--- config.mk ---
export PLATFORM = sky130hd
export DESIGN_NAME = eag_core
export DESIGN_NICKNAME = d
export VERILOG_FILES = /design/src/logic/eag_pkg.sv /design/src/logic/eag_core.sv /design/src/logic/eag_prefetch_queue.sv
export SDC_FILE = /design/constraint.sdc
export NUM_CORES = 1
export LEC_CHECK = 0
export BUFFER_PORTS_ARGS = -buffer_cell sky130_fd_sc_hd__clkbuf_2
export CAP_MARGIN = 40
export CORE_UTILIZATION = 51
export DETAILED_ROUTE_END_ITERATION = 7
export PLACE_DENSITY = 0.84
export SYNTH_ARGS = -nofsm -noshare
export SYNTH_HDL_FRONTEND = slang
export SYNTH_SLANG_ARGS = --single-unit
--- constraint.sdc ---
create_clock -name i_sys_clk -period 6.9 [get_ports i_sys_clk]
set_input_delay 0.69 -clock i_sys_clk [delete_from_list [all_inputs] [get_ports i_sys_clk]]
set_output_delay 0.69 -clock i_sys_clk [all_outputs]
set_load 0.005 [all_outputs]
--- src/logic/eag_pkg.sv ---
package eag_pkg;

   localparam int          XLEN          = 32;
   localparam int          GPR_COUNT     = 8;
   localparam int          QUEUE_BYTES   = 16;
   localparam int          MAX_OPERANDS  = 3;
   localparam logic [2:0]  STACK_PTR_IDX = 3'h4;
   localparam int          PE_BIT        = 0;
   localparam int          MSW_BITS      = 16;
   localparam logic [31:0] CR0_RESET     = 32'h0;
   localparam logic [1:0]  PRIV_KERNEL   = 2'h0;

   // operand addressing modes
   typedef enum logic [3:0] {
      MODE_REG,
      MODE_IMM,
      MODE_DIRECT,
      MODE_REG_IND,
      MODE_BASED,
      MODE_INDEX,
      MODE_SCALED,
      MODE_BASE_INDEX,
      MODE_FULL
   } eag_mode_e;

   typedef enum logic [1:0] {
      DISP_NONE,
      DISP_8,
      DISP_16,
      DISP_32
   } eag_disp_e;

   typedef enum logic [1:0] {
      SIZE_8,
      SIZE_16,
      SIZE_32
   } eag_opsize_e;

   // system side effects carried with a request
   typedef enum logic [3:0] {
      SYS_NONE,
      SYS_CTRL_LOAD,
      SYS_CTRL_STORE,
      SYS_DBG_LOAD,
      SYS_DBG_STORE,
      SYS_TEST_LOAD,
      SYS_TEST_STORE,
      SYS_TABLE_LOAD,
      SYS_CR0_FULL,
      SYS_LOAD_STATUS_WORD_INSTRUCTION,
      SYS_STORE_STATUS_WORD_INSTRUCTION,
      SYS_FLAGS_PUSH,
      SYS_FLAGS_POP,
      SYS_WAIT
   } eag_sysop_e;

   typedef struct packed {
      eag_mode_e   mode;
      logic [1:0]  operand_count;
      logic [2:0]  base_sel;
      logic [2:0]  index_sel;
      logic [1:0]  scale;
      eag_disp_e   disp_kind;
      logic [31:0] disp;
      logic [31:0] imm;
      logic [31:0] seg_base;
      logic        byte_op;
      logic        size_prefix;
      eag_sysop_e  sysop;
      logic [31:0] data;
   } eag_req_s;

   typedef struct packed {
      logic [31:0] ea;
      logic [31:0] linear;
      logic [31:0] operand;
      eag_opsize_e opsize;
      logic        fault;
   } eag_rsp_s;

endpackage

--- src/logic/eag_core.sv ---
`timescale 1ns/1ns
// Notes on behaviour
// - effective address is base plus scaled index plus displacement, unused parts omitted.
// - scale factors 1, 2, 4, 8 as index shift of zero to three.
// - 32-bit displacement is 8 or 32 bits; 8-bit is sign-extended.
// - any general register may serve as base.
// - stack pointer encoding in index field means no index.
// - address calculation adds no cycles, except base plus index adds one.
// - prefetched instruction bytes held in a sixteen-byte queue.
// - operands 8, 16 or 32 bits; 32-bit code 8/32, 16-bit code 8/16.
// - size override prefix swaps default operand length for one instruction.
// - zero to three operands, each from register, instruction or memory.
// - direct mode offset is the 8, 16 or 32-bit displacement alone.
// - register indirect offset is the base register content.
// - based mode offset is base register plus displacement.
// - index mode offset is index register plus displacement, scale one.
// - scaled index offset is scaled index plus displacement, no base.
// - linear address is segment base plus effective address.
// - protected mode system register access only at privilege zero, else fault.
// - in virtual-real mode flag push and pop checked against I/O privilege.
// - status word load writes low sixteen bits; store reads them.
// - wait instruction stalls while coprocessor busy is asserted.
// - immediate operand value comes from the instruction bytes.
// - status word load never clears protection enable; only full load does.
module eag_core #(
   parameter int QUEUE_DEPTH = eag_pkg::QUEUE_BYTES
) (
   // clock and reset
   input  wire logic                                         i_sys_clk,
   input  wire logic                                         i_nrst,
   // request from the decoder
   input  wire logic                                         i_req_valid,
   input  wire eag_pkg::eag_req_s                            i_req,
   output logic                                              o_req_ready,
   // register file and machine state
   input  wire logic [eag_pkg::GPR_COUNT-1:0][eag_pkg::XLEN-1:0] i_gpr,
   input  wire logic                                         i_code32,
   input  wire logic                                         i_protected,
   input  wire logic                                         i_v86,
   input  wire logic [1:0]                                   i_cpl,
   input  wire logic [1:0]                                   i_io_privilege_level,
   input  wire logic                                         i_copro_busy,
   // result toward segmentation and execution
   output logic                                              o_rsp_valid,
   output eag_pkg::eag_rsp_s                                 o_rsp,
   output logic [31:0]                                       o_cr0,
   // instruction byte prefetch
   input  wire logic                                         i_fetch_valid,
   input  wire logic [7:0]                                   i_fetch_byte,
   output logic                                              o_fetch_ready,
   output logic                                              o_instr_valid,
   output logic [7:0]                                        o_instr_byte,
   input  wire logic                                         i_instr_ready
);
   typedef enum logic [1:0] {
      S_IDLE,
      S_EXTRA,
      S_WAIT,
      S_CALC
   } eag_state_e;

   eag_state_e         state_reg;
   eag_state_e         state_next;
   eag_pkg::eag_req_s  req_reg;
   eag_pkg::eag_rsp_s  rsp_reg;
   logic               rsp_valid_reg;
   logic [31:0]        cr0_reg;
   logic [31:0]        cr0_next;

   // request decode for the incoming word
   wire accept      = i_req_valid && o_req_ready;
   wire in_base     = (i_req.mode == eag_pkg::MODE_BASE_INDEX) || (i_req.mode == eag_pkg::MODE_FULL);
   wire in_index_ok = (i_req.index_sel != eag_pkg::STACK_PTR_IDX);
   wire in_two_regs = in_base && in_index_ok;
   wire in_wait     = (i_req.sysop == eag_pkg::SYS_WAIT) && i_copro_busy;

   assign o_req_ready = (state_reg == S_IDLE);

   // component selection for the held request
   eag_pkg::eag_mode_e m;
   assign m = req_reg.mode;

   wire base_used  = (m == eag_pkg::MODE_REG_IND) || (m == eag_pkg::MODE_BASED) ||
                     (m == eag_pkg::MODE_BASE_INDEX) || (m == eag_pkg::MODE_FULL);
   wire index_mode = (m == eag_pkg::MODE_INDEX) || (m == eag_pkg::MODE_SCALED) ||
                     (m == eag_pkg::MODE_BASE_INDEX) || (m == eag_pkg::MODE_FULL);
   wire index_used = index_mode && (req_reg.index_sel != eag_pkg::STACK_PTR_IDX);
   wire disp_used  = (m == eag_pkg::MODE_DIRECT) || (m == eag_pkg::MODE_BASED) ||
                     (m == eag_pkg::MODE_INDEX) || (m == eag_pkg::MODE_SCALED) ||
                     (m == eag_pkg::MODE_FULL);
   wire mem_mode   = (m != eag_pkg::MODE_REG) && (m != eag_pkg::MODE_IMM);

   // plain index mode always uses a scale of one
   wire [1:0] scale_eff = (m == eag_pkg::MODE_INDEX) ? 2'h0 : req_reg.scale;

   logic [31:0] disp_ext;
   always_comb begin
      case (req_reg.disp_kind)
         eag_pkg::DISP_8:  disp_ext = {{24{req_reg.disp[7]}}, req_reg.disp[7:0]};
         eag_pkg::DISP_16: disp_ext = {16'h0, req_reg.disp[15:0]};
         eag_pkg::DISP_32: disp_ext = req_reg.disp;
         default:          disp_ext = 32'h0;
      endcase
   end

   wire [31:0] base_term  = base_used ? i_gpr[req_reg.base_sel] : 32'h0;
   wire [31:0] index_raw  = index_used ? i_gpr[req_reg.index_sel] : 32'h0;
   wire [31:0] index_term = index_raw << scale_eff;
   wire [31:0] disp_term  = disp_used ? disp_ext : 32'h0;
   // carry out of bit 31 is dropped on purpose
   wire [31:0] ea_sum     = base_term + index_term + disp_term;
   wire [31:0] linear_sum = req_reg.seg_base + ea_sum;

   // operand size from code default and prefix
   wire                  wide_default = i_code32 ^ req_reg.size_prefix;
   eag_pkg::eag_opsize_e opsize;
   assign opsize = req_reg.byte_op ? eag_pkg::SIZE_8 :
                   (wide_default ? eag_pkg::SIZE_32 : eag_pkg::SIZE_16);

   // privilege gating of system register access
   eag_pkg::eag_sysop_e op;
   assign op = req_reg.sysop;

   wire sys_priv   = (op == eag_pkg::SYS_CTRL_LOAD) || (op == eag_pkg::SYS_CTRL_STORE) ||
                     (op == eag_pkg::SYS_DBG_LOAD) || (op == eag_pkg::SYS_DBG_STORE) ||
                     (op == eag_pkg::SYS_TEST_LOAD) || (op == eag_pkg::SYS_TEST_STORE) ||
                     (op == eag_pkg::SYS_TABLE_LOAD) || (op == eag_pkg::SYS_CR0_FULL) ||
                     (op == eag_pkg::SYS_LOAD_STATUS_WORD_INSTRUCTION);
   wire priv_fault = i_protected && sys_priv && (i_cpl != eag_pkg::PRIV_KERNEL);
   wire flags_op   = (op == eag_pkg::SYS_FLAGS_PUSH) || (op == eag_pkg::SYS_FLAGS_POP);
   wire flag_fault = i_v86 && flags_op && (i_cpl > i_io_privilege_level);
   wire any_fault  = priv_fault || flag_fault;

   // operand source: register, instruction bytes or memory
   logic [31:0] operand_val;
   always_comb begin
      if (op == eag_pkg::SYS_STORE_STATUS_WORD_INSTRUCTION)
         operand_val = {16'h0, cr0_reg[eag_pkg::MSW_BITS-1:0]};
      else if (m == eag_pkg::MODE_REG)
         operand_val = i_gpr[req_reg.base_sel];
      else if (m == eag_pkg::MODE_IMM)
         operand_val = req_reg.imm;
      else
         operand_val = linear_sum;
   end

   // machine control register zero updates
   wire cr0_write = (state_reg == S_CALC) && !any_fault;
   always_comb begin
      cr0_next = cr0_reg;
      if (cr0_write && op == eag_pkg::SYS_CR0_FULL)
         cr0_next = req_reg.data;
      else if (cr0_write && op == eag_pkg::SYS_LOAD_STATUS_WORD_INSTRUCTION) begin
         cr0_next[eag_pkg::MSW_BITS-1:0] = req_reg.data[eag_pkg::MSW_BITS-1:0];
         cr0_next[eag_pkg::PE_BIT] = req_reg.data[eag_pkg::PE_BIT] | cr0_reg[eag_pkg::PE_BIT];
      end
   end

   // sequencing
   always_comb begin
      case (state_reg)
         S_IDLE: begin
            if (!accept)
               state_next = S_IDLE;
            else if (in_wait)
               state_next = S_WAIT;
            else if (in_two_regs)
               state_next = S_EXTRA;
            else
               state_next = S_CALC;
         end
         S_EXTRA: state_next = S_CALC;
         S_WAIT:  state_next = i_copro_busy ? S_WAIT : S_CALC;
         S_CALC:  state_next = S_IDLE;
         default: state_next = S_IDLE;
      endcase
   end

   always_ff @(posedge i_sys_clk or negedge i_nrst) begin
      if (!i_nrst) begin
         state_reg <= S_IDLE;
         req_reg   <= '0;
         cr0_reg   <= eag_pkg::CR0_RESET;
      end else begin
         state_reg <= state_next;
         cr0_reg   <= cr0_next;
         if (accept)
            req_reg <= i_req;
      end
   end

   always_ff @(posedge i_sys_clk or negedge i_nrst) begin
      if (!i_nrst) begin
         rsp_valid_reg <= 1'b0;
         rsp_reg       <= '0;
      end else begin
         rsp_valid_reg <= (state_reg == S_CALC);
         if (state_reg == S_CALC) begin
            rsp_reg.ea      <= mem_mode ? ea_sum : 32'h0;
            rsp_reg.linear  <= mem_mode ? linear_sum : 32'h0;
            rsp_reg.operand <= operand_val;
            rsp_reg.opsize  <= opsize;
            rsp_reg.fault   <= any_fault;
         end
      end
   end

   assign o_rsp_valid = rsp_valid_reg;
   assign o_rsp       = rsp_reg;
   assign o_cr0       = cr0_reg;

   eag_prefetch_queue #(
      .DEPTH (QUEUE_DEPTH),
      .WIDTH (8)
   ) u_queue (
      .i_sys_clk   (i_sys_clk),
      .i_nrst      (i_nrst),
      .i_in_valid  (i_fetch_valid),
      .i_in_data   (i_fetch_byte),
      .o_in_ready  (o_fetch_ready),
      .o_out_valid (o_instr_valid),
      .o_out_data  (o_instr_byte),
      .i_out_ready (i_instr_ready)
   );

   wire calc = (state_reg == S_CALC);
endmodule

--- src/logic/eag_prefetch_queue.sv ---
`timescale 1ns/1ns
module eag_prefetch_queue #(
   parameter int DEPTH = eag_pkg::QUEUE_BYTES,
   parameter int WIDTH = 8
) (
   // clock and reset
   input  wire logic             i_sys_clk,
   input  wire logic             i_nrst,
   // fill side
   input  wire logic             i_in_valid,
   input  wire logic [WIDTH-1:0] i_in_data,
   output logic                  o_in_ready,
   // drain side
   output logic                  o_out_valid,
   output logic [WIDTH-1:0]      o_out_data,
   input  wire logic             i_out_ready
);
   localparam int AW = $clog2(DEPTH);

   logic [DEPTH-1:0][WIDTH-1:0] mem_reg;
   logic [AW-1:0]               wr_ptr_reg;
   logic [AW-1:0]               rd_ptr_reg;
   logic [AW:0]                 count_reg;
   wire                         push = i_in_valid && o_in_ready;
   wire                         pop  = o_out_valid && i_out_ready;

   assign o_in_ready  = (count_reg != (AW+1)'(DEPTH));
   assign o_out_valid = (count_reg != '0);
   assign o_out_data  = mem_reg[rd_ptr_reg];

   genvar g;
   generate
      for (g = 0; g < DEPTH; g++) begin : g_entry
         always_ff @(posedge i_sys_clk or negedge i_nrst) begin
            if (!i_nrst)
               mem_reg[g] <= '0;
            else if (push && wr_ptr_reg == AW'(g))
               mem_reg[g] <= i_in_data;
         end
      end
   endgenerate

   always_ff @(posedge i_sys_clk or negedge i_nrst) begin
      if (!i_nrst) begin
         wr_ptr_reg <= '0;
         rd_ptr_reg <= '0;
         count_reg  <= '0;
      end else begin
         if (push)
            wr_ptr_reg <= (wr_ptr_reg == AW'(DEPTH-1)) ? '0 : wr_ptr_reg + 1'b1;
         if (pop)
            rd_ptr_reg <= (rd_ptr_reg == AW'(DEPTH-1)) ? '0 : rd_ptr_reg + 1'b1;
         count_reg <= count_reg + (AW+1)'(push) - (AW+1)'(pop);
      end
   end
endmodule

# Word level (Yosys, flattened, before mapping)
# Index checks and enable logic that the tools add are counted.
[totals]
elab_cells = 189
input_bits = 427
output_inout_bits = 143
regBits = 423
[classes]
n_bitwise = 2
eq_ne = 49
order_cmp = 4
n_mux = 27
reduce_logical = 59
shifts = 1
n_addsub = 7
[ops]
columns = ["cell", "count"]
rows = [
  ["32-bit two-way mux", 10],
  ["32-bit binary-select mux with 3-bit select", 2],
  ["32-bit adder", 3],
  ["32-bit one-hot mux with 3 select lines", 1],
  ["4-bit == test (second input constant)", 17],
  ["4-bit by 3-bit == test with 1-bit output (second input constant)", 13],
  ["8-bit binary-select mux with 4-bit select", 1],
  ["16-bit two-way mux", 2],
  ["32-bit by 2-bit left shift with 32-bit output", 1],
  ["1-bit logical AND", 30],
  ["4-bit by 2-bit == test with 1-bit output (second input constant)", 6],
  ["1-bit logical OR", 21],
  ["4-bit by 1-bit == test with 1-bit output (second input constant)", 3],
  ["2-bit two-way mux", 6],
  ["4-bit by 1-bit adder with 4-bit output (second input constant)", 2],
  ["2-bit == test (second input constant)", 4],
  ["4-bit zero test", 2],
  ["3-bit by 4-bit less-than comparator with 1-bit output (second input constant)", 2],
  ["4-bit two-way mux", 2],
  ["8-bit two-way mux", 1],
  ["2-bit one-hot mux with 4 select lines", 1],
  ["3-bit != test (second input constant)", 2],
  ["5-bit by 1-bit adder with 5-bit output", 1],
  ["4-bit by 5-bit less-than comparator with 1-bit output (second input constant)", 1],
  ["13 further kinds", 15],
]

# Logic depth before layout (Yosys ltp)
[logic_depth]
depth_word = 17
depth_mapped = 32
ltp_nobuf = 29

# Modules after synthesis
# From an unflattened synthesis, not the netlist that was laid out.
[hier_totals]
hier_cells = 2366
hier_area_um2 = 27351.2
[by_module_without_submodules]
columns = ["mod", "area_each_um2", "cells_each", "instances"]
rows = [
  ["eag_core", 20633.5, 1903, 1],
  ["eag_prefetch_queue", 6717.7, 463, 1],
]

# Worst setup path before layout
# Ideal clock, no wire load.
[synth_timing]
kind = "flip-flop to flip-flop"
start = "register req_reg[138] in the netlist's numbering"
end = "register rsp_reg, in the netlist o_rsp[34]"
synth_period_minus_slack_ns = 6.658
stages_incl_launch_ff = 31
setup_ns = 0.132
required_ns = 6.768
n_path_buf = 3
t_arrival_ns = 6.526
path_slack_ns = 0.242
path_cell_list = "dfrtp_1 clkbuf_1 buf_2 buf_2 mux4_2 mux2i_1 nor2_1 a21oi_1 nand2_1 o21ai_0 fa_1 inv_1 ha_1 o21ai_1 o21ai_1 a211oi_2 a211oi_1 a31oi_1 o21ai_0 xor2_1 ha_1 a2111oi_0 o21ai_0 a311oi_1 o31ai_1 a21oi_1 o21ai_0 a31oi_1 xnor3_1 o211ai_2 o21ai_1"
[synth_between]
elab_chain_len = 10
word_cells_on_any_way = 12
[synth_lines]
columns = ["item", "line_no", "text"]
rows = [
  ["start: declaration", "eag_core.sv:64", "eag_pkg::eag_req_s req_reg;"],
  ["start signal: assignment", "eag_core.sv:188", "req_reg <= i_req;"],
  ["32-bit binary-select mux with 3-bit select / 3-bit != test (equally long branches)", "eag_core.sv:107, eag_core.sv:87", ""],
  ["32-bit two-way mux (not written as such) / 1-bit logical AND (equally long branches)", "eag_core.sv:107, eag_core.sv:87", ""],
  ["32-bit two-way mux (*)", "eag_core.sv:107", "wire [31:0] index_raw = index_used ? i_gpr[req_reg.index_sel] : 32'h0;"],
  ["32-bit by 2-bit left shift with 32-bit output (*)", "eag_core.sv:108", "wire [31:0] index_term = index_raw << scale_eff;"],
  ["32-bit adder (*) (2 in a row)", "eag_core.sv:111", "wire [31:0] ea_sum = base_term + index_term + disp_term;"],
  ["32-bit adder (*)", "eag_core.sv:112", "wire [31:0] linear_sum = req_reg.seg_base + ea_sum;"],
  ["32-bit two-way mux (*)", "eag_core.sv:141", "else if (m == eag_pkg::MODE_IMM)"],
  ["32-bit two-way mux (*)", "eag_core.sv:139", "else if (m == eag_pkg::MODE_REG)"],
  ["32-bit two-way mux (*)", "eag_core.sv:137", "if (op == eag_pkg::SYS_STORE_STATUS_WORD_INSTRUCTION)"],
  ["end: declaration", "eag_core.sv:65", "eag_pkg::eag_rsp_s rsp_reg;"],
]
# Every way passes the cells marked *; elsewhere a longest branch is shown, timed or not. The select of a mux whose other input is x is not followed.
# A chain may end at the register's enable or synchronous reset.

# Final worst setup path
# Same ends and word-level chain as after synthesis.

==> impl_metrics.csv <==
group,metric,value,unit
grt,overflow,0,
clocking,cts_tree,"yes",
setup_path,critPathSlowestCell,"dfrtp_4",
clocking,root_buffer,"clkbuf_16",
grt,grt_use_total,35.0,%
setup_path,cp-end-kind,"flip-flop",
detailed_routing,drtAntennaViolNets,0,
die,rows,84,
layout,nNetsFinal,3410,
synth,yosysSeqAreaShare,39.1,%
synth,yosysMostFrequentCell,"dfrtp_1",
job,maxCapViolCount,0,
setup_path,critPathArrivalTime,7.09,ns
die,pin_count,570,
setup_path,crit_cells,31,
setup_path,cp_max_fo,6,
place,gp_congestion,1.04,
place,place_area,31000,µm²
die,initial_utilization,51.5,%
place,dpl.hpwl,74.1,mm
synth,synth_ff_type,"dfrtp_1",
layout,area_growth,21.4,%
layout,finalInstanceArea,32900,µm²
timing,setup_slack,0.275,ns
setup_path,startpoint_type,"flip-flop",
setup_path,critical_path_class,"flip-flop to flip-flop",
detailed_routing,dr.pass1.iters,8,
timing,tightest_slew,0.901,ns
clocking,clk_latency,0.61,ns
setup_path,slowest_delay,0.54,ns
setup_path,cp_top_family,"compound AO/OA/AOI/OAI gates",
synth,synth_cell_types,72,
grt,grt_max_degree,150,
clocking,cts_max_level,2,
hold_path,hold_class,"input pin to asynchronous set/reset pin",
timing,whs,0.116,ns
die,core_area,52600,µm²
synth,synth_warnings,0,
timing,max_freq,151,MHz
synth,netlist_area,27100,µm²
place,numPortBuffers,567,
timing,hold_viol,0,
timing,maxSlewViolCount,0,
setup_path,reg2reg_slack,0.28,ns
clocking,clock-sinks,423,
timing,slew-limit-headroom,39.9,%
detailed_routing,drc_errors,0,
synth,synth_edf_count,0,
grt,grt_pass1_vias,22598,
setup_path,r2r-start,"req_reg[138]",
setup_path,critPathCapture,"o_rsp[34]",
setup_path,worstRegToRegCells,31,
synth,synth_fp_nets,2856,
detailed_routing,wl_per_cell,26.3,µm
synth,syn_area_per_cell,11.7,µm²
clocking,cts_hold_buf,0,
clocking,cts_made_buffers,44,
die,die_w,232,µm
grt,antenna_found_initial,17,
layout,largest_register_ff_count,140,
timing,setup_viol,0,
layout,drive_gt1_share,47.2,%
synth,synth_top_area_share,39.1,%
detailed_routing,drt_first_iter_violations,1768,
synth,ys_ff_latch,423,
synth,synth_area_leaders,"dfrtp_1 39%, mux2_2 16%, mux4_2 14%, ha_1 3.7%, fa_1 2.5%",
setup_path,cp-startpoint,"req_reg[138]",
setup_path,crit_buf_inv,6,
timing,period_needed,6.62,ns
setup_path,reg2reg_to,"o_rsp[34]",
synth,synthArstFlopShare,100,%
setup_path,required,7.37,ns
clocking,clockBufferDepth,3,
timing,fin_crit_sh,96.0,%
run_status,outcome,"finished clean",
synth,ys_top_cells_by_count,"423 x dfrtp_1, 394 x mux2_2, 166 x mux4_2, 155 x inv_1, 121 x o21ai_0",
detailed_routing,viasPerCell,6.17,
synth,netlist.top_cell.by_area,"dfrtp_1",
die,die_h,232,µm
setup_path,path_common_cell,"buf_4",
detailed_routing,vias,22279,
place,dpl_worst_slack,-0.147,ns
timing,fin_skew,0.0421,ns
detailed_routing,routed_wl,95.0,mm
clocking,clk_pin_slew,0.06,ns
synth,netlist_instances,2315,
die,die-area,54000,µm²
grt,grt_pass1_wl,140,mm
timing,finalSetupTns,0,ns
kinds of logic (layout without fill, tap and decap cells):
group / Yosys count / in the layout / synth area share, %
AO/OA/AOI/OAI: 377 / 377 / 8.41
XOR/XNOR: 64 / 64 / 2.17
adder cells (fa/ha/maj): 114 / 114 / 6.21
buffers and inverters: 306 / 896 / 4.35
flip-flops: 423 / 423 / 39.1
multiplexers: 623 / 623 / 32.7
other: 0 / 15 / 0
AND/OR/NAND/NOR: 408 / 408 / 7.09
worst min-delay path by stage:
stage	end	slack, ns	cells past startpoint
global placement	req_reg[37]	0.48	1
finish	o_rsp[55]	0.12	1
floorplan	m[0]	0.39	0
detailed placement	req_reg[77]	0.49	1
CTS	o_rsp[24]	0.14	1
global route	o_rsp[24]	0.17	1
final cells by class:
cell class	instances	area, µm²
Fill cell	4043	19700
Multi-Input combinational cell	1586	15600
Sequential cell	423	10600
Timing Repair Buffer	659	3730
Clock buffer	58	1210
Tap cell	688	861
Inverter	155	582
Clock inverter	24	238
Antenna cell	15	37.5
routing by layer:
layer | vias up | global-route usage, % | wire, µm
li1 | 9626 | - | -
met1 | 11302 | 47.1 | 38000
met2 | 1129 | 56.0 | 44500
met3 | 214 | 7.29 | 9000
met4 | 8 | 12.4 | 3510
met5 | - | 0 | 47
timing repair:
action,4_1_cts,5_1_grt
setup endpoints to repair,10,25
resized for setup,4,58
setup buffers,3,6
endpoints found under the hold margin,0,0
pin swaps,2,16
cloned,0,1
stage by stage:
| stage | utilization (%) | cells |
|---|---|---|
| floorplan | - | 2315 |
| global placement | 58.8 | 3496 |
| detailed placement | 59.0 | 3501 |
| CTS | 61.9 | 3586 |
| global route | 62.5 | 3599 |
| finish | 62.5 | 3608 |
cell usage in the layout, fill, tap and decap left out, types with 7 or more instances in the layout:
| cell | n |
|---|---|
| a211oi_1 | 7 |
| a21o_1 | 39 |
| a21oi_1 | 101 |
| a21oi_2 | 10 |
| a31o_2 | 8 |
| a31oi_1 | 11 |
| and2_1 | 8 |
| and3_1 | 21 |
| buf_4 | 76 |
| clkbuf_1 | 8 |
| clkbuf_16 | 45 |
| clkbuf_2 | 566 |
| clkinv_2 | 9 |
| dfrtp_1 | 415 |
| diode_2 | 15 |
| fa_1 | 33 |
| ha_1 | 76 |
| inv_1 | 155 |
| mux2_2 | 394 |
| mux2i_1 | 52 |
| mux2i_2 | 7 |
| mux4_2 | 166 |
| nand2_1 | 100 |
| nand2b_1 | 17 |
| nand3_1 | 66 |
| nand4_1 | 8 |
| nor2_1 | 105 |
| nor2b_1 | 20 |
| nor3_1 | 37 |
| o211ai_1 | 8 |
| o21a_1 | 8 |
| o21ai_0 | 114 |
| o21ai_1 | 11 |
| o22ai_1 | 17 |
| xnor2_1 | 37 |
| xor2_1 | 19 |
Power is left out: the tool's default activity adds up to more than one toggle a clock period on the data nets, which glitch-free logic cannot reach.
